--- config.mk ---
export PLATFORM = sky130hd
export DESIGN_NAME = radb_param_bank
export DESIGN_NICKNAME = d
export VERILOG_FILES = /design/src/logic/radb_pkg.sv /design/src/logic/radb_param_bank.sv
export SDC_FILE = /design/constraint.sdc
export NUM_CORES = 1
export LEC_CHECK = 0
export ABC_CLOCK_PERIOD_IN_PS = 14100
export BUFFER_PORTS_ARGS = -buffer_cell sky130_fd_sc_hd__buf_2
export CAP_MARGIN = 5
export CORE_AREA = 2 2 332 334
export CTS_CLUSTER_SIZE = 28
export DETAILED_ROUTE_END_ITERATION = 7
export DIE_AREA = 0 0 334 336
export GPL_ROUTABILITY_DRIVEN = 0
export HOLD_SLACK_MARGIN = 0.06
export MAX_ROUTING_LAYER = met4
export PLACE_DENSITY = 0.52
export SLEW_MARGIN = 20
export SYNTH_ARGS = -nofsm -noshare
export SYNTH_HDL_FRONTEND = slang
export SYNTH_SLANG_ARGS = --single-unit
export TNS_END_PERCENT = 50
--- constraint.sdc ---
create_clock -name clk_sys -period 14.1 [get_ports clk_sys]
set_input_delay 2.82 -clock clk_sys [delete_from_list [all_inputs] [get_ports clk_sys]]
set_output_delay 2.82 -clock clk_sys [all_outputs]
set_load 0.03 [all_outputs]
--- src/logic/radb_pkg.sv ---
/*
 * Package of the addressing parameter store: command codes, carriers,
 * reset values, field positions, ranges and timing counts.
 * Assumes a host-side parser that turns serial parameter commands into
 * one command word per request.
 */
package radb_pkg;

   typedef enum logic [3:0] {
      RADB_P_SERIAL_HIGH,
      RADB_P_SERIAL_LOW,
      RADB_P_DEST_HIGH,
      RADB_P_DEST_LOW,
      RADB_P_TX_OPTIONS,
      RADB_P_NODE_NAME,
      RADB_P_BACKOFF,
      RADB_P_DISC_OPTIONS,
      RADB_P_CLUSTER,
      RADB_P_DISC_TIMEOUT,
      RADB_P_REGION,
      RADB_P_COLLECTOR
   } radb_param_t;

   typedef struct packed {
      radb_param_t param;
      logic write;
      logic [63:0] data;
   } radb_cmd_t;

   typedef struct packed {
      logic ok;
      logic [63:0] data;
   } radb_rsp_t;

   localparam logic [31:0] RADB_DEST_HIGH_RST = 32'h0000_0000;
   localparam logic [31:0] RADB_DEST_LOW_RST = 32'h0000_FFFF;
   localparam logic [31:0] RADB_ADDR_HALF_MAX = 32'h0FFF_FFFF;
   localparam logic [63:0] RADB_BROADCAST = 64'h0000_0000_0000_FFFF;
   localparam logic [31:0] RADB_SHORT_LIMIT = 32'h0000_FFFF;

   localparam logic [7:0] RADB_TXOPT_RST_SLOW = 8'h40;
   localparam logic [7:0] RADB_TXOPT_RST_FAST = 8'hC0;
   localparam int RADB_DELIV_LSB = 6;
   localparam logic [1:0] RADB_DELIV_INVALID = 2'h0;
   localparam logic [1:0] RADB_DELIV_P2MP = 2'h1;
   localparam logic [1:0] RADB_DELIV_REPEATER = 2'h2;
   localparam logic [1:0] RADB_DELIV_MESH = 2'h3;

   localparam int RADB_NAME_MAX = 20;
   localparam logic [7:0] RADB_NAME_RST_CHAR = 8'h20;
   localparam logic [7:0] RADB_CHAR_CR = 8'h0D;
   localparam logic [7:0] RADB_CHAR_COMMA = 8'h2C;
   localparam logic [7:0] RADB_CHAR_LOW = 8'h20;
   localparam logic [7:0] RADB_CHAR_HIGH = 8'h7E;

   localparam logic [15:0] RADB_BACKOFF_RST = 16'h0082;
   localparam logic [15:0] RADB_BACKOFF_MIN = 16'h0020;
   localparam logic [15:0] RADB_BACKOFF_MAX = 16'h2EE0;
   localparam int RADB_BACKOFF_UNIT_MS = 100;

   localparam logic [7:0] RADB_DOPT_RST = 8'h00;
   localparam logic [7:0] RADB_DOPT_MAX = 8'h07;
   localparam int RADB_DOPT_TYPE_BIT = 0;
   localparam int RADB_DOPT_SELF_BIT = 1;
   localparam int RADB_DOPT_RSSI_BIT = 2;

   localparam logic [15:0] RADB_CLU_TRANSPARENT = 16'h0011;
   localparam logic [15:0] RADB_CLU_LOOPBACK = 16'h0012;
   localparam logic [15:0] RADB_CLU_LINK_REQ = 16'h0014;
   localparam logic [15:0] RADB_CLU_LINK_RES = 16'h0094;
   localparam logic [15:0] RADB_CLU_MEMORY = 16'h0023;

   localparam logic [7:0] RADB_REGION_USA = 8'h01;
   localparam logic [7:0] RADB_REGION_AUS = 8'h02;
   localparam logic [7:0] RADB_REGION_BRA = 8'h03;
   localparam logic [7:0] RADB_REGION_NZL = 8'h06;

   localparam logic [7:0] RADB_FRAME_ADDR_UPDATE = 8'h8E;

endpackage

--- src/logic/radb_param_bank.sv ---
/*
 * Addressing parameter store of the radio module: factory source address,
 * destination address, delivery options, node name, discovery settings,
 * cluster tag, timeout and region, plus collector broadcast handling.
 * Assumes one clock; commands, name characters and radio events come from
 * logic on the same clock, so no input is synchronised here.
 */
`timescale 1ns/1ps

module radb_param_bank #(
   parameter logic [63:0] FACTORY_ADDR = 64'h0123_4567_89AB_CDEF, // Arbitrary value.
   parameter logic [7:0] REGION = 8'h01,
   parameter logic [31:0] PROPAGATION_MS = 32'h0000_0064
) (
   input wire logic clk_sys,
   input wire logic resetn,
   input wire logic cmd_valid,
   input wire radb_pkg::radb_cmd_t cmd,
   output logic cmd_ready,
   output logic rsp_valid,
   output radb_pkg::radb_rsp_t rsp,
   input wire logic name_char_valid,
   input wire logic [7:0] name_char,
   output logic [159:0] node_name,
   output logic [4:0] node_name_len,
   input wire logic rf_rate_select,
   input wire logic tx_req,
   input wire logic frame_flags_valid,
   input wire logic [7:0] frame_send_flags,
   output logic tx_go,
   output logic tx_invalid,
   output logic [1:0] tx_delivery,
   output logic [63:0] tx_dest,
   output logic tx_short,
   output logic tx_broadcast,
   output logic [15:0] tx_cluster,
   output logic [63:0] dest_addr,
   output logic [15:0] backoff_limit,
   output logic disc_append_type,
   output logic disc_self_response,
   output logic disc_append_rssi,
   input wire logic rx_valid,
   input wire logic [15:0] rx_cluster,
   output logic rx_loopback,
   output logic rx_cluster_known,
   input wire logic lookup_done,
   input wire logic command_mode,
   input wire logic [63:0] lookup_addr,
   input wire logic collector_valid,
   input wire logic [63:0] collector_param,
   input wire logic [63:0] collector_origin,
   input wire logic route_space,
   input wire logic api_mode,
   output logic route_add,
   output logic [63:0] route_addr,
   output logic update_frame_valid,
   output logic [7:0] update_frame_type,
   output logic collector_send,
   output logic [63:0] collector_send_param
);
   import radb_pkg::*;

   typedef enum logic {RADB_IDLE, RADB_NAME} radb_state_t;

   function automatic logic radb_printable(input logic [7:0] c);
      radb_printable = (c >= RADB_CHAR_LOW) && (c <= RADB_CHAR_HIGH);
   endfunction

   function automatic logic radb_known_cluster(input logic [15:0] id);
      radb_known_cluster = (id == RADB_CLU_TRANSPARENT) || (id == RADB_CLU_LOOPBACK) ||
         (id == RADB_CLU_LINK_REQ) || (id == RADB_CLU_LINK_RES) || (id == RADB_CLU_MEMORY);
   endfunction

   radb_state_t state_r, state_nxt;
   logic [31:0] dest_high_r, dest_high_nxt;
   logic [31:0] dest_low_r, dest_low_nxt;
   logic [7:0] tx_opt_r, tx_opt_nxt;
   logic opt_loaded_r;
   logic [159:0] name_r, name_nxt;
   logic [4:0] name_len_r, name_len_nxt;
   logic [159:0] shadow_r, shadow_nxt;
   logic [5:0] shadow_len_r, shadow_len_nxt;
   logic shadow_bad_r, shadow_bad_nxt;
   logic [15:0] backoff_r, backoff_nxt;
   logic [7:0] dopt_r, dopt_nxt;
   logic [15:0] cluster_r, cluster_nxt;
   logic [31:0] timeout_r;
   logic rsp_valid_nxt;
   radb_rsp_t rsp_nxt;

   wire cmd_take = cmd_valid && (state_r == RADB_IDLE);
   wire cmd_wr = cmd_take && cmd.write;
   wire [31:0] wdata_lo = cmd.data[31:0];
   wire char_take = name_char_valid && (state_r == RADB_NAME);
   wire char_end = (name_char == RADB_CHAR_CR) || (name_char == RADB_CHAR_COMMA);
   wire [63:0] dest_now = {dest_high_r, dest_low_r};
   wire coll_match = collector_valid && (collector_param == dest_now);
   wire lookup_load = lookup_done && command_mode;
   wire host_dest_wr = cmd_wr && ((cmd.param == RADB_P_DEST_HIGH) ||
                                  (cmd.param == RADB_P_DEST_LOW));
   wire [7:0] opt_eff = frame_flags_valid ? frame_send_flags : tx_opt_r;
   wire [1:0] deliv_raw = opt_eff[RADB_DELIV_LSB +: 2];
   wire [1:0] deliv_eff = (!rf_rate_select && deliv_raw != RADB_DELIV_INVALID) ?
                          RADB_DELIV_P2MP : deliv_raw;
   wire [63:0] dest_next_w = {dest_high_nxt, dest_low_nxt};
   wire [31:0] backoff_ms = 32'(backoff_nxt) * 32'(RADB_BACKOFF_UNIT_MS);

   // Write decoding and range checks for host commands.
   always_comb begin
      state_nxt = state_r;
      dest_high_nxt = dest_high_r;
      dest_low_nxt = dest_low_r;
      tx_opt_nxt = tx_opt_r;
      name_nxt = name_r;
      name_len_nxt = name_len_r;
      shadow_nxt = shadow_r;
      shadow_len_nxt = shadow_len_r;
      shadow_bad_nxt = shadow_bad_r;
      backoff_nxt = backoff_r;
      dopt_nxt = dopt_r;
      cluster_nxt = cluster_r;
      rsp_valid_nxt = 1'b0;
      rsp_nxt = '0;
      if (!opt_loaded_r) begin
         tx_opt_nxt = rf_rate_select ? RADB_TXOPT_RST_FAST : RADB_TXOPT_RST_SLOW;
      end
      if (cmd_take) begin
         rsp_valid_nxt = 1'b1;
         rsp_nxt.ok = 1'b1;
         unique case (cmd.param)
            RADB_P_SERIAL_HIGH: begin
               rsp_nxt.data = {32'h0, FACTORY_ADDR[63:32]};
               rsp_nxt.ok = !cmd.write;
            end
            RADB_P_SERIAL_LOW: begin
               rsp_nxt.data = {32'h0, FACTORY_ADDR[31:0]};
               rsp_nxt.ok = !cmd.write;
            end
            RADB_P_DEST_HIGH: begin
               rsp_nxt.data = {32'h0, dest_high_r};
               if (cmd.write) begin
                  rsp_nxt.ok = (cmd.data[63:32] == 32'h0) && (wdata_lo <= RADB_ADDR_HALF_MAX);
                  if (rsp_nxt.ok) begin
                     dest_high_nxt = wdata_lo;
                  end
               end
            end
            RADB_P_DEST_LOW: begin
               rsp_nxt.data = {32'h0, dest_low_r};
               if (cmd.write) begin
                  rsp_nxt.ok = (cmd.data[63:32] == 32'h0) && (wdata_lo <= RADB_ADDR_HALF_MAX);
                  if (rsp_nxt.ok) begin
                     dest_low_nxt = wdata_lo;
                  end
               end
            end
            RADB_P_TX_OPTIONS: begin
               rsp_nxt.data = {56'h0, tx_opt_r};
               if (cmd.write) begin
                  rsp_nxt.ok = (cmd.data[63:8] == 56'h0);
                  if (rsp_nxt.ok) begin
                     tx_opt_nxt = cmd.data[7:0];
                  end
               end
            end
            RADB_P_NODE_NAME: begin
               rsp_nxt.data = {59'h0, name_len_r};
               if (cmd.write) begin
                  // The answer waits for the terminating character.
                  rsp_valid_nxt = 1'b0;
                  state_nxt = RADB_NAME;
                  shadow_nxt = '0;
                  shadow_len_nxt = '0;
                  shadow_bad_nxt = 1'b0;
               end
            end
            RADB_P_BACKOFF: begin
               rsp_nxt.data = {48'h0, backoff_r};
               if (cmd.write) begin
                  rsp_nxt.ok = (cmd.data[63:16] == 48'h0) &&
                     (cmd.data[15:0] >= RADB_BACKOFF_MIN) &&
                     (cmd.data[15:0] <= RADB_BACKOFF_MAX);
                  if (rsp_nxt.ok) begin
                     backoff_nxt = cmd.data[15:0];
                  end
               end
            end
            RADB_P_DISC_OPTIONS: begin
               rsp_nxt.data = {56'h0, dopt_r};
               if (cmd.write) begin
                  rsp_nxt.ok = (cmd.data[63:8] == 56'h0) &&
                     (cmd.data[7:0] <= RADB_DOPT_MAX);
                  if (rsp_nxt.ok) begin
                     dopt_nxt = cmd.data[7:0];
                  end
               end
            end
            RADB_P_CLUSTER: begin
               rsp_nxt.data = {48'h0, cluster_r};
               if (cmd.write) begin
                  rsp_nxt.ok = (cmd.data[63:16] == 48'h0);
                  if (rsp_nxt.ok) begin
                     cluster_nxt = cmd.data[15:0];
                  end
               end
            end
            RADB_P_DISC_TIMEOUT: begin
               rsp_nxt.data = {32'h0, timeout_r};
               rsp_nxt.ok = !cmd.write;
            end
            RADB_P_REGION: begin
               rsp_nxt.data = {56'h0, REGION};
               rsp_nxt.ok = !cmd.write;
            end
            RADB_P_COLLECTOR: begin
               rsp_nxt.ok = cmd.write;
            end
            default: begin
               rsp_nxt.ok = 1'b0;
            end
         endcase
      end
      if (char_take) begin
         if (char_end) begin
            state_nxt = RADB_IDLE;
            rsp_valid_nxt = 1'b1;
            rsp_nxt.ok = !shadow_bad_r && (shadow_len_r <= 6'(RADB_NAME_MAX));
            rsp_nxt.data = {58'h0, shadow_len_r};
            if (rsp_nxt.ok) begin
               name_nxt = shadow_r;
               name_len_nxt = shadow_len_r[4:0];
            end
         end else begin
            if (!radb_printable(name_char)) begin
               shadow_bad_nxt = 1'b1;
            end
            if (shadow_len_r < 6'(RADB_NAME_MAX)) begin
               shadow_nxt[8 * shadow_len_r[4:0] +: 8] = name_char;
            end
            // Counting saturates so an overlong string cannot wrap into a legal length.
            if (shadow_len_r <= 6'(RADB_NAME_MAX)) begin
               shadow_len_nxt = shadow_len_r + 6'h01;
            end
         end
      end
      // Host writes take priority; a lookup result outranks a collector update.
      if (!host_dest_wr) begin
         if (lookup_load) begin
            dest_high_nxt = lookup_addr[63:32];
            dest_low_nxt = lookup_addr[31:0];
         end else if (coll_match) begin
            dest_high_nxt = collector_origin[63:32];
            dest_low_nxt = collector_origin[31:0];
         end
      end
   end

   always_ff @(posedge clk_sys or negedge resetn) begin
      if (!resetn) begin
         state_r <= RADB_IDLE;
         dest_high_r <= RADB_DEST_HIGH_RST;
         dest_low_r <= RADB_DEST_LOW_RST;
         tx_opt_r <= RADB_TXOPT_RST_SLOW;
         opt_loaded_r <= 1'b0;
         name_r <= {152'h0, RADB_NAME_RST_CHAR};
         name_len_r <= 5'h01;
         shadow_r <= '0;
         shadow_len_r <= '0;
         shadow_bad_r <= 1'b0;
         backoff_r <= RADB_BACKOFF_RST;
         dopt_r <= RADB_DOPT_RST;
         cluster_r <= RADB_CLU_TRANSPARENT;
      end else begin
         state_r <= state_nxt;
         dest_high_r <= dest_high_nxt;
         dest_low_r <= dest_low_nxt;
         tx_opt_r <= tx_opt_nxt;
         opt_loaded_r <= 1'b1;
         name_r <= name_nxt;
         name_len_r <= name_len_nxt;
         shadow_r <= shadow_nxt;
         shadow_len_r <= shadow_len_nxt;
         shadow_bad_r <= shadow_bad_nxt;
         backoff_r <= backoff_nxt;
         dopt_r <= dopt_nxt;
         cluster_r <= cluster_nxt;
      end
   end

   // Registered outputs and answers.
   always_ff @(posedge clk_sys or negedge resetn) begin
      if (!resetn) begin
         cmd_ready <= 1'b0;
         rsp_valid <= 1'b0;
         rsp <= '0;
         node_name <= {152'h0, RADB_NAME_RST_CHAR};
         node_name_len <= 5'h01;
         dest_addr <= {RADB_DEST_HIGH_RST, RADB_DEST_LOW_RST};
         backoff_limit <= RADB_BACKOFF_RST;
         timeout_r <= '0;
         disc_append_type <= 1'b0;
         disc_self_response <= 1'b0;
         disc_append_rssi <= 1'b0;
      end else begin
         cmd_ready <= (state_nxt == RADB_IDLE);
         rsp_valid <= rsp_valid_nxt;
         rsp <= rsp_nxt;
         node_name <= name_nxt;
         node_name_len <= name_len_nxt;
         dest_addr <= dest_next_w;
         backoff_limit <= backoff_nxt;
         timeout_r <= backoff_ms + PROPAGATION_MS;
         disc_append_type <= dopt_nxt[RADB_DOPT_TYPE_BIT];
         disc_self_response <= dopt_nxt[RADB_DOPT_SELF_BIT];
         disc_append_rssi <= dopt_nxt[RADB_DOPT_RSSI_BIT];
      end
   end

   // Transmit descriptor, sampled per request so frame flags affect one frame only.
   always_ff @(posedge clk_sys or negedge resetn) begin
      if (!resetn) begin
         tx_go <= 1'b0;
         tx_invalid <= 1'b0;
         tx_delivery <= RADB_DELIV_INVALID;
         tx_dest <= '0;
         tx_short <= 1'b0;
         tx_broadcast <= 1'b0;
         tx_cluster <= '0;
      end else begin
         tx_go <= tx_req && (deliv_eff != RADB_DELIV_INVALID);
         tx_invalid <= tx_req && (deliv_eff == RADB_DELIV_INVALID);
         if (tx_req) begin
            tx_delivery <= deliv_eff;
            tx_dest <= dest_now;
            tx_short <= (dest_high_r == 32'h0) && (dest_low_r < RADB_SHORT_LIMIT);
            tx_broadcast <= (dest_now == RADB_BROADCAST);
            tx_cluster <= cluster_r;
         end
      end
   end

   // Receive-side cluster handling and collector broadcast effects.
   always_ff @(posedge clk_sys or negedge resetn) begin
      if (!resetn) begin
         rx_loopback <= 1'b0;
         rx_cluster_known <= 1'b0;
         route_add <= 1'b0;
         route_addr <= '0;
         update_frame_valid <= 1'b0;
         update_frame_type <= RADB_FRAME_ADDR_UPDATE;
         collector_send <= 1'b0;
         collector_send_param <= '0;
      end else begin
         rx_loopback <= rx_valid && (rx_cluster == RADB_CLU_LOOPBACK);
         rx_cluster_known <= rx_valid && radb_known_cluster(rx_cluster);
         route_add <= collector_valid && route_space;
         if (collector_valid) begin
            route_addr <= collector_origin;
         end
         // A host destination write in the same cycle wins, so no update frame is sent then.
         update_frame_valid <= coll_match && !lookup_load && !host_dest_wr && api_mode;
         update_frame_type <= RADB_FRAME_ADDR_UPDATE;
         collector_send <= cmd_wr && (cmd.param == RADB_P_COLLECTOR);
         if (cmd_wr && (cmd.param == RADB_P_COLLECTOR)) begin
            collector_send_param <= cmd.data;
         end
      end
   end

endmodule

Word level (Yosys, flattened, before mapping)

Cells that the tools add are included.

Add/subtract/negate cells: 3
$mul: 1
Order comparisons: 9
Equal/unequal tests: 20
Shifts and indexed selects: 2
Muxes and demuxes: 69
Bitwise gates (word level): 2
Reductions and logical operators: 47

Operator list:

| kind                       | number |
|---|---|
| $mux W160                  | 6 |
| $mux W32                   | 14 |
| $pmux W32 S11              | 1 |
| $mux W65                   | 3 |
| $bwmux W160                | 1 |
| $shift A8 B34 Y160 const A | 1 |
| $shiftx A8 B34 Y160        | 1 |
| $eq A64 B16 Y1 const B     | 1 |
| $eq A64 B64 Y1             | 1 |
| $logic_not A32 Y1          | 2 |
| $mux W16                   | 4 |
| $logic_not A56 Y1          | 1 |
| $mux W8                    | 7 |
| $eq A16 B5 Y1 const B      | 3 |
| $logic_not A48 Y1          | 1 |
| $mux W6                    | 6 |
| $neg A8 Y34                | 1 |
| $le A32 B28 Y1 const B     | 1 |
| $lt A32 B16 Y1 const B     | 1 |
| $add A23 B7 Y24 const B    | 1 |
| $logic_and A1 B1 Y1        | 23 |
| $mul A16 B5 Y21 const B    | 1 |
| $mux W1                    | 21 |
| $eq A16 B6 Y1 const B      | 1 |
| 28 further kinds           | 50 |

Register bits after elaboration: 823
Bits of input ports: 306
Word-level logic and storage cells: 190

Depth between registers and ports, before layout

Gate-level depths: netlist of run 1.

Word-level depth: 9
Gate-level depth with buffers: 24

Worst setup path after synthesis of run 1

No wires, ideal clock.

Path type: input -> register
From: input port cmd[7] (netlist bit)
To: register timeout_r[22]
Library setup time: 80 ps
Data arrival time: 7933 ps
Required time: 14020 ps
Path slack: 6087 ps
Stages: 23
Buffers on the path: 3
Cell sequence: clkbuf_1 -> nor3_1 -> nand3_1 -> and2_1 -> nand3_1 -> buf_1 -> mux2i_1 -> inv_1 -> ha_1 -> ha_1 -> inv_1 -> fa_1 -> inv_1 -> ha_1 -> buf_2 -> a21oi_2 -> o211ai_1 -> or3_1 -> o311a_1 -> nor4b_4 -> nand3_1 -> and4bb_1 -> xnor2_1

Word-level cells in the longest chain between the ends: 9
Elaborated cells between the ends (all ways): 10
Classes of those cells: add/sub (1); mul (1); order compare (2); mux (4); reduce/logical (2)

Ends and longest elaborated chain:

| what                     | RTL line               | text |
|---|---|---|
| start, declared          | radb_param_bank.sv:18  | `input wire radb_pkg::radb_cmd_t cmd,` |
| $ge A16 B6 Y1            | radb_param_bank.sv:181 | `(cmd.data[15:0] >= RADB_BACKOFF_MIN) &&` |
| $logic_and A1 B1 Y1      | radb_param_bank.sv:180 | `rsp_nxt.ok = (cmd.data[63:16] == 48'h0) &&` |
| $logic_and A1 B1 Y1 (*)  | radb_param_bank.sv:181 |  |
| $mux W16 (*)             | radb_param_bank.sv:183 | `if (rsp_nxt.ok) begin` |
| $mux W16 (*)             | radb_param_bank.sv:179 | `if (cmd.write) begin` |
| $mux W16 (*)             | radb_param_bank.sv:130 | `unique case (cmd.param)` |
| $mux W16 (*)             | radb_param_bank.sv:127 | `if (cmd_take) begin` |
| named net backoff_nxt[9] | radb_param_bank.sv:84  | `logic [15:0] backoff_r, backoff_nxt;` |
| $mul A16 B5 Y21 (*)      | radb_param_bank.sv:106 | `wire [31:0] backoff_ms = 32'(backoff_nxt) * 32'(RADB_BACKOFF_UNIT_MS);` |
| $add A23 B7 Y24 (*)      | radb_param_bank.sv:312 | `timeout_r <= backoff_ms + PROPAGATION_MS;` |
| end signal, assigned     | radb_param_bank.sv:312 |  |
| end, declared            | radb_param_bank.sv:87  | `logic [31:0] timeout_r;` |

Mark *: on every way through the listed nets, which the timed path passes. The rest lies on a longest branch.
A chain may end at the register's enable or synchronous reset.

Worst setup path in the final report of run 1

From: input port cmd[19] (netlist bit)
To: register timeout_r[22]

Word-level cells in the longest chain between the ends: 9

Ends and longest elaborated chain:

| what                     | RTL line |
|---|---|
| $logic_not A48 Y1        | radb_param_bank.sv:180 |
| $logic_and A1 B1 Y1      | radb_param_bank.sv:180 |
| $logic_and A1 B1 Y1      | radb_param_bank.sv:181 |
| $mux W16                 | radb_param_bank.sv:183 |
| $mux W16                 | radb_param_bank.sv:179 |
| $mux W16                 | radb_param_bank.sv:130 |
| $mux W16                 | radb_param_bank.sv:127 |
| named net backoff_nxt[8] | radb_param_bank.sv:84 |
| $mul A16 B5 Y21          | radb_param_bank.sv:106 |
| $add A23 B7 Y24          | radb_param_bank.sv:312 |

The timed path passes the listed nets, and every way through them passes these cells.

==> results.md, run 1 <==
- Status: finished, final reports clean
- Min-Delay Path Class: reg2reg
- CTS Buf Count: 86
- Post-synthesis mux area share: 0.1612
- Fin Hold WS: 0.4893 ns
- Slew @ Worst Pin: 1.298 ns
- Top FF cell, synth: dfrtp_1
- Vias: 26530
- RSZ-0062 raised after global routing: no
- Core area: 0.1084 sq mm
- Fin nets: 3951
- Die area: 0.1122 sq mm
- Clock root buffer: clkbuf_16
- Critical path class: in2reg
- Die width: 334 um
- Clk_lat worst skew: 0.67 ns
- Area grow syn2layout: 25.95%
- Count of pins over their slew limit: 0
- Crit end category: flip-flop
- Post-CTS setup buffers: 0
- Fin. Hold Viols: 0
- Synth Area in Adders: 0.02815
- Netlist Area Pre-Place: 0.03271 sq mm
- Final setup TNS: 0 ns
- Hold Buf Count CTS: 0
- Min Clock Period, post-route: 9.202 ns
- YS warnings: 0
- Drt first pass iters: 6
- Congestion Overflow GR: 0
- CP max FO: 23
- Post-synthesis register bit count: 722
- Post-DP HPWL: 114.2 mm
- Number of flops mapped to enable cells by yosys: 0
- Skew final: 0.02786 ns
- XOR/XNOR Fraction of Synth Area: 0.02115
- VDD IR max: 0.1012 mV
- IO buf count: 801
- Placed Area: 0.03822 sq mm
- CTS tree: done
- Post-DR wirelength/cell: 29.68 um
- Commonest non-fill, non-tap cell in the layout: buf_2
- Clock Sinks: 722
- Worst slew margin: 0.1122
- First-pass GRT wire length: 205.6 mm
- Util after Layout: 0.3801
- Fmax: 0.1087 GHz
- Flop2flop setup slack: 7.17 ns
- # IOs: 848
- ANT nets after route: 0
- Cells after Synth: 2799
- Die height: 336 um
- PD cells: 148.0 mW/mm^2
- FILL cells: 10910
- Share of flip-flops with an asynchronous set or reset: 1.000
- 1st-iter DRT viols: 2142
- Layout cells sized above 1: 0.3945
- Synth Area in Simple Gates: 0.09842
- Critical Path AT: 9.80 ns
- Max-Cap Viols: 0
- Clock Path Buffers: 3
- Starting density of the core: 0.3018
- Seq/Total Area, Yosys: 0.5532
- Mean number of vias per cell: 5.218
- Vias in the first global route: 25990
- Syn_area_per_cell: 11.69 sq um
- Post-CTS Resized: 0
- Most frequent cells in the layout: buf_2, dfrtp_1, mux2_2
- Max H-tree Level: 3
- Design Area, Final: 0.04120 sq mm
- Final worst path period share: 0.6526
- # DRC: 0
- Row count: 121
- GRT Total Usage: 0.2685
- Routed wire length: 150.9 mm
- CP Data Required Time: 14.70 ns
- Post-synth cell types: 77
- Initial antenna violation count: 37
- Largest family of logic cells by synthesized area: multiplexers
- Leakage: 20.54 nW
- Compound-gate portion of the synthesized area: 0.09616
- Critical Path Start Type: primary input
- Final Setup Violations: 0
- Largest net degree at the start of global routing: 179
- Reg clk slew, reported paths: 0.06 ns
==> synth_stat cells, types with 8 or more instances <==
cell	count	area, sq um
fa_1	11	220.2
nor2_1	74	277.8
a22o_1	19	166.4
clkbuf_1	110	412.9
dfstp_2	23	604.3
xor2_1	19	166.4
ha_1	56	700.7
nand2_1	243	912.1
nor2b_1	17	106.4
xnor2_1	60	525.5
a21oi_1	61	305.3
o21ai_0	144	720.7
nor4_1	41	256.5
o22a_1	17	148.9
o21ai_1	29	145.1
nand4_1	38	237.7
buf_4	40	300.3
a31oi_1	16	100.1
o2bb2ai_1	8	70.07
a22oi_1	73	548.0
nand3_1	143	715.7
nand2b_1	15	93.84
o22ai_1	47	294.0
mux2i_1	79	790.8
inv_1	108	405.4
dfrtp_1	699	17490
buf_1	15	56.30
mux2_2	397	4471
buf_2	35	175.2
and2_1	17	106.4
a221oi_1	10	87.58
o31ai_1	10	75.07
nor3_1	21	105.1
==> metrics by stage <==
step / total power, W / instances / setup WS, ns
floorplan: 0.003182 / 2838 / 6.087
global placement: 0.003814 / 4903 / 4.367
detailed placement: 0.003828 / 4903 / 4.300
CTS: 0.006156 / 5063 / 5.017
global route: 0.006331 / 5082 / 4.503
finish: 0.006099 / 5084 / 4.898
==> logic make-up (layout without fill, tap and decap cells) <==
logic type | after synthesis | in the layout
AO/OA/AOI/OAI | 488 | 488
XOR/XNOR | 79 | 79
adder cells (fa/ha/maj) | 67 | 67
buffers and inverters | 310 | 1122
flip-flops | 722 | 722
multiplexers | 477 | 477
other | 2 | 61
AND/OR/NAND/NOR | 654 | 654
==> final timing paths <==
kind	depth (start not counted)	endpoint	from
min reg2reg	1	dopt_r[3]	dopt_r[3]
min	1	dopt_r[3]	dopt_r[3]
max	21	timeout_r[22]	cmd[19]
max reg2reg	20	timeout_r[22]	state_r
min in group asynchronous	1	node_name[99]	resetn
max in group asynchronous	3	route_addr[23]	resetn
==> report_power, final <==
group	internal [W]	switching, W	total [W]
combinational	0.000359	0.000908	0.00127
clock	0.00136	0.000953	0.00231
sequential	0.00229	0.000232	0.00252
==> layer usage <==
| metal | wire length, um | up-vias | track usage |
|---|---|---|---|
| met5 | 0 | - | - |
| met4 | 7358 | 0 | 0.1171 |
| met3 | 9946 | 253 | 0.05404 |
| met2 | 72380 | 1144 | 0.4306 |
| met1 | 61200 | 13550 | 0.3288 |
| li1 | - | 11580 | - |
==> sequential cells by signal, indices dropped and copies added, names as in the netlist, 2 cells and up <==
signal                cells
cluster_r                16
node_name_len             5
dopt_r                    8
shadow_r                160
backoff_limit            16
tx_cluster               16
node_name               160
route_addr               64
shadow_len_r              6
rsp                      33
timeout_r                22
collector_send_param     64
dest_addr                64
tx_opt_r                  8
tx_delivery               2
tx_dest                  64
==> critical path, cell delays in order <==
cell and delay (ns):
buf_2 0.14, nor4_1 0.84, and4_1 0.34, and4_1 0.33, nand3_1 0.76, mux2i_1 0.56, inv_1 0.15, ha_1 0.32
ha_1 0.27, inv_1 0.05, fa_1 0.50, inv_1 0.04, ha_1 0.44, nand3_1 0.21, nor4_1 0.64, o311ai_0 0.21
o311a_1 0.21, nor4b_4 0.33, nand3_1 0.18, and4bb_1 0.32, xnor2_1 0.12
==> final cells by class <==
| class | count | area, sq um | area share |
|---|---|---|---|
| flip-flops and latches | 722 | 18100 | 0.4392 |
| diodes | 20 | 50.05 | 0.001215 |
| multi-input cells | 1806 | 13540 | 0.3286 |
| well taps | 1414 | 1769 | 0.04294 |
| clock buffers | 133 | 2531 | 0.06144 |
| clock inverters | 27 | 364.1 | 0.008837 |
| inverters | 110 | 412.9 | 0.01002 |
| repair buffers | 852 | 4439 | 0.1077 |
Power figures use the tool's default switching activity.
==> inputs of run 2 (changes only) <==
--- a/config.mk
+++ b/config.mk
@@ -5,17 +5,17 @@
 export SDC_FILE = /design/constraint.sdc
 export NUM_CORES = 1
 export LEC_CHECK = 0
-export ABC_CLOCK_PERIOD_IN_PS = 14100
+export ABC_CLOCK_PERIOD_IN_PS = 7400
 export BUFFER_PORTS_ARGS = -buffer_cell sky130_fd_sc_hd__buf_2
 export CAP_MARGIN = 5
-export CORE_AREA = 2 2 332 334
+export CORE_AREA = 2 2 334 336
 export CTS_CLUSTER_SIZE = 28
 export DETAILED_ROUTE_END_ITERATION = 7
-export DIE_AREA = 0 0 334 336
+export DIE_AREA = 0 0 336 338
 export GPL_ROUTABILITY_DRIVEN = 0
 export HOLD_SLACK_MARGIN = 0.06
 export MAX_ROUTING_LAYER = met4
-export PLACE_DENSITY = 0.52
+export PLACE_DENSITY = 0.54
 export SLEW_MARGIN = 20
 export SYNTH_ARGS = -nofsm -noshare
 export SYNTH_HDL_FRONTEND = slang
==> constraint.sdc (replaced) <==
create_clock -name clk_sys -period 7.4 [get_ports clk_sys]
set_input_delay 1.48 -clock clk_sys [delete_from_list [all_inputs] [get_ports clk_sys]]
set_output_delay 1.48 -clock clk_sys [all_outputs]
set_load 0.03 [all_outputs]
==> results.md, run 2 (synthesis results as in run 1) <==
- Min-Delay Path Class: reg2reg
- Critical-path top delay cell: nor4_1
- Final setup TNS: 0 ns (unchanged)
- Final worst path period share: 0.9212
- Clock Path Buffers: 3 (unchanged)
- IO buf count: 801 (unchanged)
- 1st-iter DRT viols: 2198 (+2.6%)
- Die area: 0.1136 sq mm (+1.2%)
- Max H-tree Level: 3 (unchanged)
- Reg clk slew, reported paths: 0.06 ns (about the same)
- Delay-heaviest family, CP: simple AND/OR/NAND/NOR gates
- Vias in the first global route: 26150 (+0.60%)
- Final worst setup slack: 0.5832 ns (-4.315 ns)
- Post-CTS Resized: 0 (unchanged)
- Clock root buffer: clkbuf_16
- Critical path class: in2reg
- FILL cells: 10970 (+0.52%)
- # DRC: 0 (unchanged)
- Final Setup Violations: 0 (unchanged)
- CP Data Required Time: 7.97 ns (-6.73 ns)
- Critical Path Start Type: primary input
- Start point of the critical path: cmd[17]
- Max-Cap Viols: 0 (unchanged)
- Worst slew margin: 0.2691 (+0.1569)
- Leakage: 20.85 nW (+1.5%)
- Starting density of the core: 0.2972 (-0.004549)
- Worst Reg2Reg Path Length in Cells: 21 (+5.0%)
- Hold Path End: dopt_r[3]
- Clock Sinks: 722 (unchanged)
- CTS tree: done
- Crit-path cells: buf_2 > nor4_1 > and4_1 > and4_1 > nand3_1 > buf_4 > mux2i_1 > inv_1 > ha_1 > ha_1 > inv_1 > fa_1 > inv_1 > ha_1 > nand3_1 > nor4_1 > o311ai_0 > o311a_1 > nor4b_4 > nand3_1 > and4bb_1 > xnor2_1
- GRT Total Usage: 0.2694 (+0.0008683)
- Critical Path AT: 7.39 ns (-2.41 ns)
- FF-to-FF Start: state_r
- Largest net degree at the start of global routing: 142 (-21%)
- Status: finished, final reports clean
- Clk_lat worst skew: 0.68 ns (about the same)
- Util after Layout: 0.3798 (about the same)
- Skew final: 0.02274 ns (-0.005120 ns)
- Crit Reg-Reg Endpoint: timeout_r[22]
- Design Area, Final: 0.04181 sq mm (+1.5%)
- Flop2flop setup slack: 1.28 ns (-5.89 ns)
- VDD IR max: 0.2277 mV (+130%)
- Die height: 338 um (+0.60%)
- Post-DP HPWL: 117.5 mm (+2.9%)
- PD cells: 279.5 mW/mm^2 (+89%)
- Hold Path Depth: 1 (unchanged)
- Commonest non-fill, non-tap cell in the layout: buf_2
- Post-DR wirelength/cell: 29.48 um (-0.68%)
- Crit end category: flip-flop
- Biggest cell delay along the critical path: 0.65 ns (-0.19 ns)
- Min Clock Period, post-route: 6.817 ns
- Routed wire length: 153.9 mm (+2.0%)
- Mean number of vias per cell: 5.152 (-1.3%)
- Most frequent cells in the layout: buf_2, dfrtp_1, mux2_2
- Fin nets: 4008 (+1.4%)
- Hold Buf Count CTS: 0 (unchanged)
- ANT nets after route: 0 (unchanged)
- Top flop regs: node_name (160), shadow_r (160)
- Vias: 26900 (+1.4%)
- Initial antenna violation count: 33 (-11%)
- Die width: 336 um (+0.60%)
- Count of pins over their slew limit: 0 (unchanged)
- Buf+Inv Stages, Crit Path: 5 (+1)
- Layout cells sized above 1: 0.4040 (+0.009528)
- Drt first pass iters: 6 (unchanged)
- Core area: 0.1101 sq mm (+1.5%)
- Slew @ Worst Pin: 1.092 ns (-0.2064 ns)
- Row count: 122 (+0.83%)
- Post-CTS setup buffers: 0 (unchanged)
- CTS Buf Count: 86 (unchanged)
- RSZ-0062 raised after global routing: no
- Fmax: 0.1467 GHz
- # IOs: 848 (unchanged)
- Post-Place Worst Slack: 0.01752 ns (-4.282 ns)
- CP max FO: 23 (unchanged)
- Area grow syn2layout: 27.80%
- HP Start: dopt_r[3]
- Placed Area: 0.03880 sq mm (+1.5%)
- First-pass GRT wire length: 207.7 mm (+1.0%)
- Fin. Hold Viols: 0 (unchanged)
- Congestion Overflow GR: 0 (unchanged)
-- run 2: worst reg2reg max path: stages, from the launching register on --
cell      delay, ns
dfrtp_1        0.47
and3b_1        0.50
and4_1         0.34
and4_1         0.32
nand3_1        0.10
buf_4          0.25
mux2i_1        0.25
inv_1          0.12
ha_1           0.31
ha_1           0.28
inv_1          0.05
fa_1           0.50
inv_1          0.04
ha_1           0.38
nand3_1        0.19
nor4_1         0.57
o311ai_0       0.18
o311a_1        0.20
nor4b_4        0.33
nand3_1        0.18
and4bb_1       0.33
xnor2_1        0.13
-- run 2: how the worst max path moves through the flow --
stage | depth (start not counted) | to
2_1_floorplan | 23 | timeout_r[22]
3_3_place_gp | 21 | timeout_r[23]
3_5_place_dp | 22 | timeout_r[22]
4_1_cts | 22 | timeout_r[22]
5_1_grt | 22 | timeout_r[23]
6_report | 22 | timeout_r[22]
-- run 2: metal layers --
layer / vias up / track usage / wire, um
li1: 11670 / - / -
met1: 13780 / 0.3227 / 61220
met2: 1166 / 0.4244 / 72830
met3: 280 / 0.06773 / 11820
met4: 0 / 0.1301 / 8039
met5: - / - / 0
-- run 2: power by group --
part	switching, W	internal, W
logic	0.00176	0.000696
clock network	0.00179	0.00263
registers	0.000433	0.00437
-- run 2: final cells by class --
| type | count | area [sq um] | share of cell area |
|---|---|---|---|
| timing repair buffer | 909 | 4930 | 0.1179 |
| clock inverter | 28 | 389.1 | 0.009308 |
| clock buffer | 130 | 2521 | 0.06031 |
| antenna | 28 | 70.07 | 0.001676 |
| multi-input combinational | 1806 | 13520 | 0.3235 |
| inverter | 110 | 412.9 | 0.009877 |
| tap | 1488 | 1862 | 0.04453 |
| sequential | 722 | 18100 | 0.4329 |
-- run 2: stage by stage --
stage / power, W / std cells / hold slack [ns]
2_1_floorplan: 0.006064 / 2838 / 0.4544
3_3_place_gp: 0.007287 / 5034 / 0.4707
3_5_place_dp: 0.007322 / 5034 / 0.4717
4_1_cts: 0.01179 / 5192 / 0.4870
5_1_grt: 0.01211 / 5214 / 0.5074
6_report: 0.01168 / 5221 / 0.4896
==> inputs of run 3 (changes only) <==
==> constraint.sdc (replaced) <==
create_clock -name clk_sys -period 7.4 [get_ports clk_sys]
set_input_delay 0.74 -clock clk_sys [delete_from_list [all_inputs] [get_ports clk_sys]]
set_output_delay 0.74 -clock clk_sys [all_outputs]
set_load 0.03 [all_outputs]
==> results.md, run 3 (synthesis results as in run 1) <==
- Vias: 26660 (-0.91%)
- Fin nets: 3963 (-1.1%)
- Critical-path top delay cell: nor4_1
- Area grow syn2layout: 26.20%
- Post-DP HPWL: 115.8 mm (-1.4%)
- DP Cell Count: 4992 (-0.83%)
- Initial antenna violation count: 47 (+42%)
- Max H-tree Level: 3 (unchanged)
- ANT nets after route: 0 (unchanged)
- Final std cells w/o fill: 5170 (-0.98%)
- Crit end category: flip-flop
- # DRC: 0 (unchanged)
- Congestion Overflow GR: 0 (unchanged)
- Skew final: 0.03343 ns (+0.01069 ns)
- Final worst path period share: 0.8638 (-0.05735)
- Crit-path cells: and3b_1 > and4_1 > and4_1 > nand3_1 > buf_4 > mux2i_1 > inv_1 > ha_1 > ha_1 > inv_1 > fa_1 > inv_1 > ha_1 > nand3_1 > nor4_1 > o311ai_0 > o311a_1 > nor4b_4 > nand3_1 > and4bb_1 > xnor2_1
- Most frequent cells in the layout: buf_2, dfrtp_1, mux2_2
- Fin. Hold Viols: 0 (unchanged)
- Post-CTS setup buffers: 0 (unchanged)
- Min-Delay Path Class: in2async
- Clock Sinks: 722 (unchanged)
- CP max FO: 23 (unchanged)
- 1st-iter DRT viols: 2106 (-4.2%)
- Clk_lat worst skew: 0.66 ns (-0.02 ns)
- Drt first pass iters: 5 (-1)
- First-pass GRT wire length: 206.1 mm (-0.73%)
- Status: finished, final reports clean
- Core area: 0.1101 sq mm (unchanged)
- CTS Buf Count: 84 (-2.3%)
- Design Power: 0.01148 W (-1.7%)
- Row count: 122 (unchanged)
- Reg clk slew, reported paths: 0.06 ns (about the same)
- Clock Path Buffers: 3 (unchanged)
- Layout cells sized above 1: 0.3967 (-0.007336)
- Final setup TNS: 0 ns (unchanged)
- Flop2flop setup slack: 1.01 ns (-0.27 ns)
- Starting density of the core: 0.2972 (unchanged)
- FF-to-FF Start: state_r
- # IOs: 848 (unchanged)
- VDD IR max: 0.1911 mV (-16%)
- CP Data Required Time: 7.99 ns (+0.02 ns)
- Max-Cap Viols: 0 (unchanged)
- Mean number of vias per cell: 5.156 (about the same)
- Post-DR wirelength/cell: 29.41 um (-0.23%)
- Post-CTS Resized: 0 (unchanged)
- Worst slew margin: 0.2474 (-0.02170)
- Die height: 338 um (unchanged)
- Critical path class: reg2reg
- Commonest non-fill, non-tap cell in the layout: buf_2
- Crit Reg-Reg Endpoint: timeout_r[22]
- Critical Path AT: 6.98 ns (-0.41 ns)
- Largest net degree at the start of global routing: 171 (+20%)
- Fin Hold WS: 0.1156 ns (-0.3740 ns)
- Vias in the first global route: 26090 (-0.23%)
- Die area: 0.1136 sq mm (unchanged)
- Top flop regs: node_name (160), shadow_r (160)
- Biggest cell delay along the critical path: 0.57 ns (-0.08 ns)
- GRT Total Usage: 0.2675 (-0.001871)
- Die width: 336 um (unchanged)
- Critical Path Start Type: flip-flop
- Leakage: 20.55 nW (-1.5%)
- Hold Buf Count CTS: 0 (unchanged)
- Final Setup Violations: 0 (unchanged)
- IO buf count: 801 (unchanged)
- CTS tree: done
- Routed wire length: 152.1 mm (-1.2%)
- RSZ-0062 raised after global routing: no
- Count of pins over their slew limit: 0 (unchanged)
- Min Clock Period, post-route: 6.392 ns (-0.4244 ns)
- Slew @ Worst Pin: 1.128 ns (+0.03596 ns)
- Worst Reg2Reg Path Length in Cells: 21 (unchanged)
- Util after Layout: 0.3751 (-0.004764)
- Clock root buffer: clkbuf_16
- Fmax: 0.1564 GHz (+6.6%)
- PD cells: 278.1 mW/mm^2 (-0.47%)
-- run 3: stage by stage --
| step | setup WS [ns] | area, sq um |
|---|---|---|
| floorplan | 1.467 | 32860 |
| global placement | 0.6915 | 38440 |
| detailed placement | 0.6301 | 38440 |
| CTS | 1.100 | 41200 |
| global route | 0.6758 | 41280 |
| finish | 1.008 | 41280 |
-- run 3: worst max-delay path: cells and delay by family, from the launching register on --
kind / cells / cell delay (ns)
buf+inv: 4 / 0.48
flops: 1 / 0.48
simple gates: 9 / 2.97
mux: 1 / 0.31
compound gates: 2 / 0.45
xor+xnor: 1 / 0.11
fa+ha+maj: 4 / 1.53
-- run 3: final cells by class --
class                      instances  area (sq um)
timing repair buffer             866          4549
clock inverter                    21         276.5
sequential                       722         18100
tap                             1488          1862
multi-input combinational       1806         13530
fill                           11030         68780
antenna                           32         80.08
inverter                         110         412.9
clock buffer                     125          2479
-- run 3: per-layer routing --
layer,wire length [um],vias up,track usage,share of wire
li1,-,11580,-,-
met4,9183,0,0.1459,0.060
met5,0,-,-,0
met1,59270,13500,0.3140,0.39
met3,12390,341,0.07534,0.081
met2,71220,1232,0.4154,0.47
-- run 3: report_power, final --
group	internal [W]	switching, W	total, W
registers	0.00437	0.000421	0.00479
logic	0.000690	0.00177	0.00246
clock network	0.00248	0.00175	0.00423
-- run 3: worst max-delay path by stage --
stage / startpoint / end / slack [ns] / cells past startpoint
after detailed placement: cmd[17] / timeout_r[22] / 0.63 / 22
after CTS: state_r / timeout_r[22] / 1.10 / 21
after global routing: state_r / timeout_r[22] / 0.68 / 21
after floorplan: cmd[7] / timeout_r[22] / 1.47 / 23
after global placement: cmd[64] / timeout_r[22] / 0.69 / 22
final: state_r / timeout_r[22] / 1.01 / 21
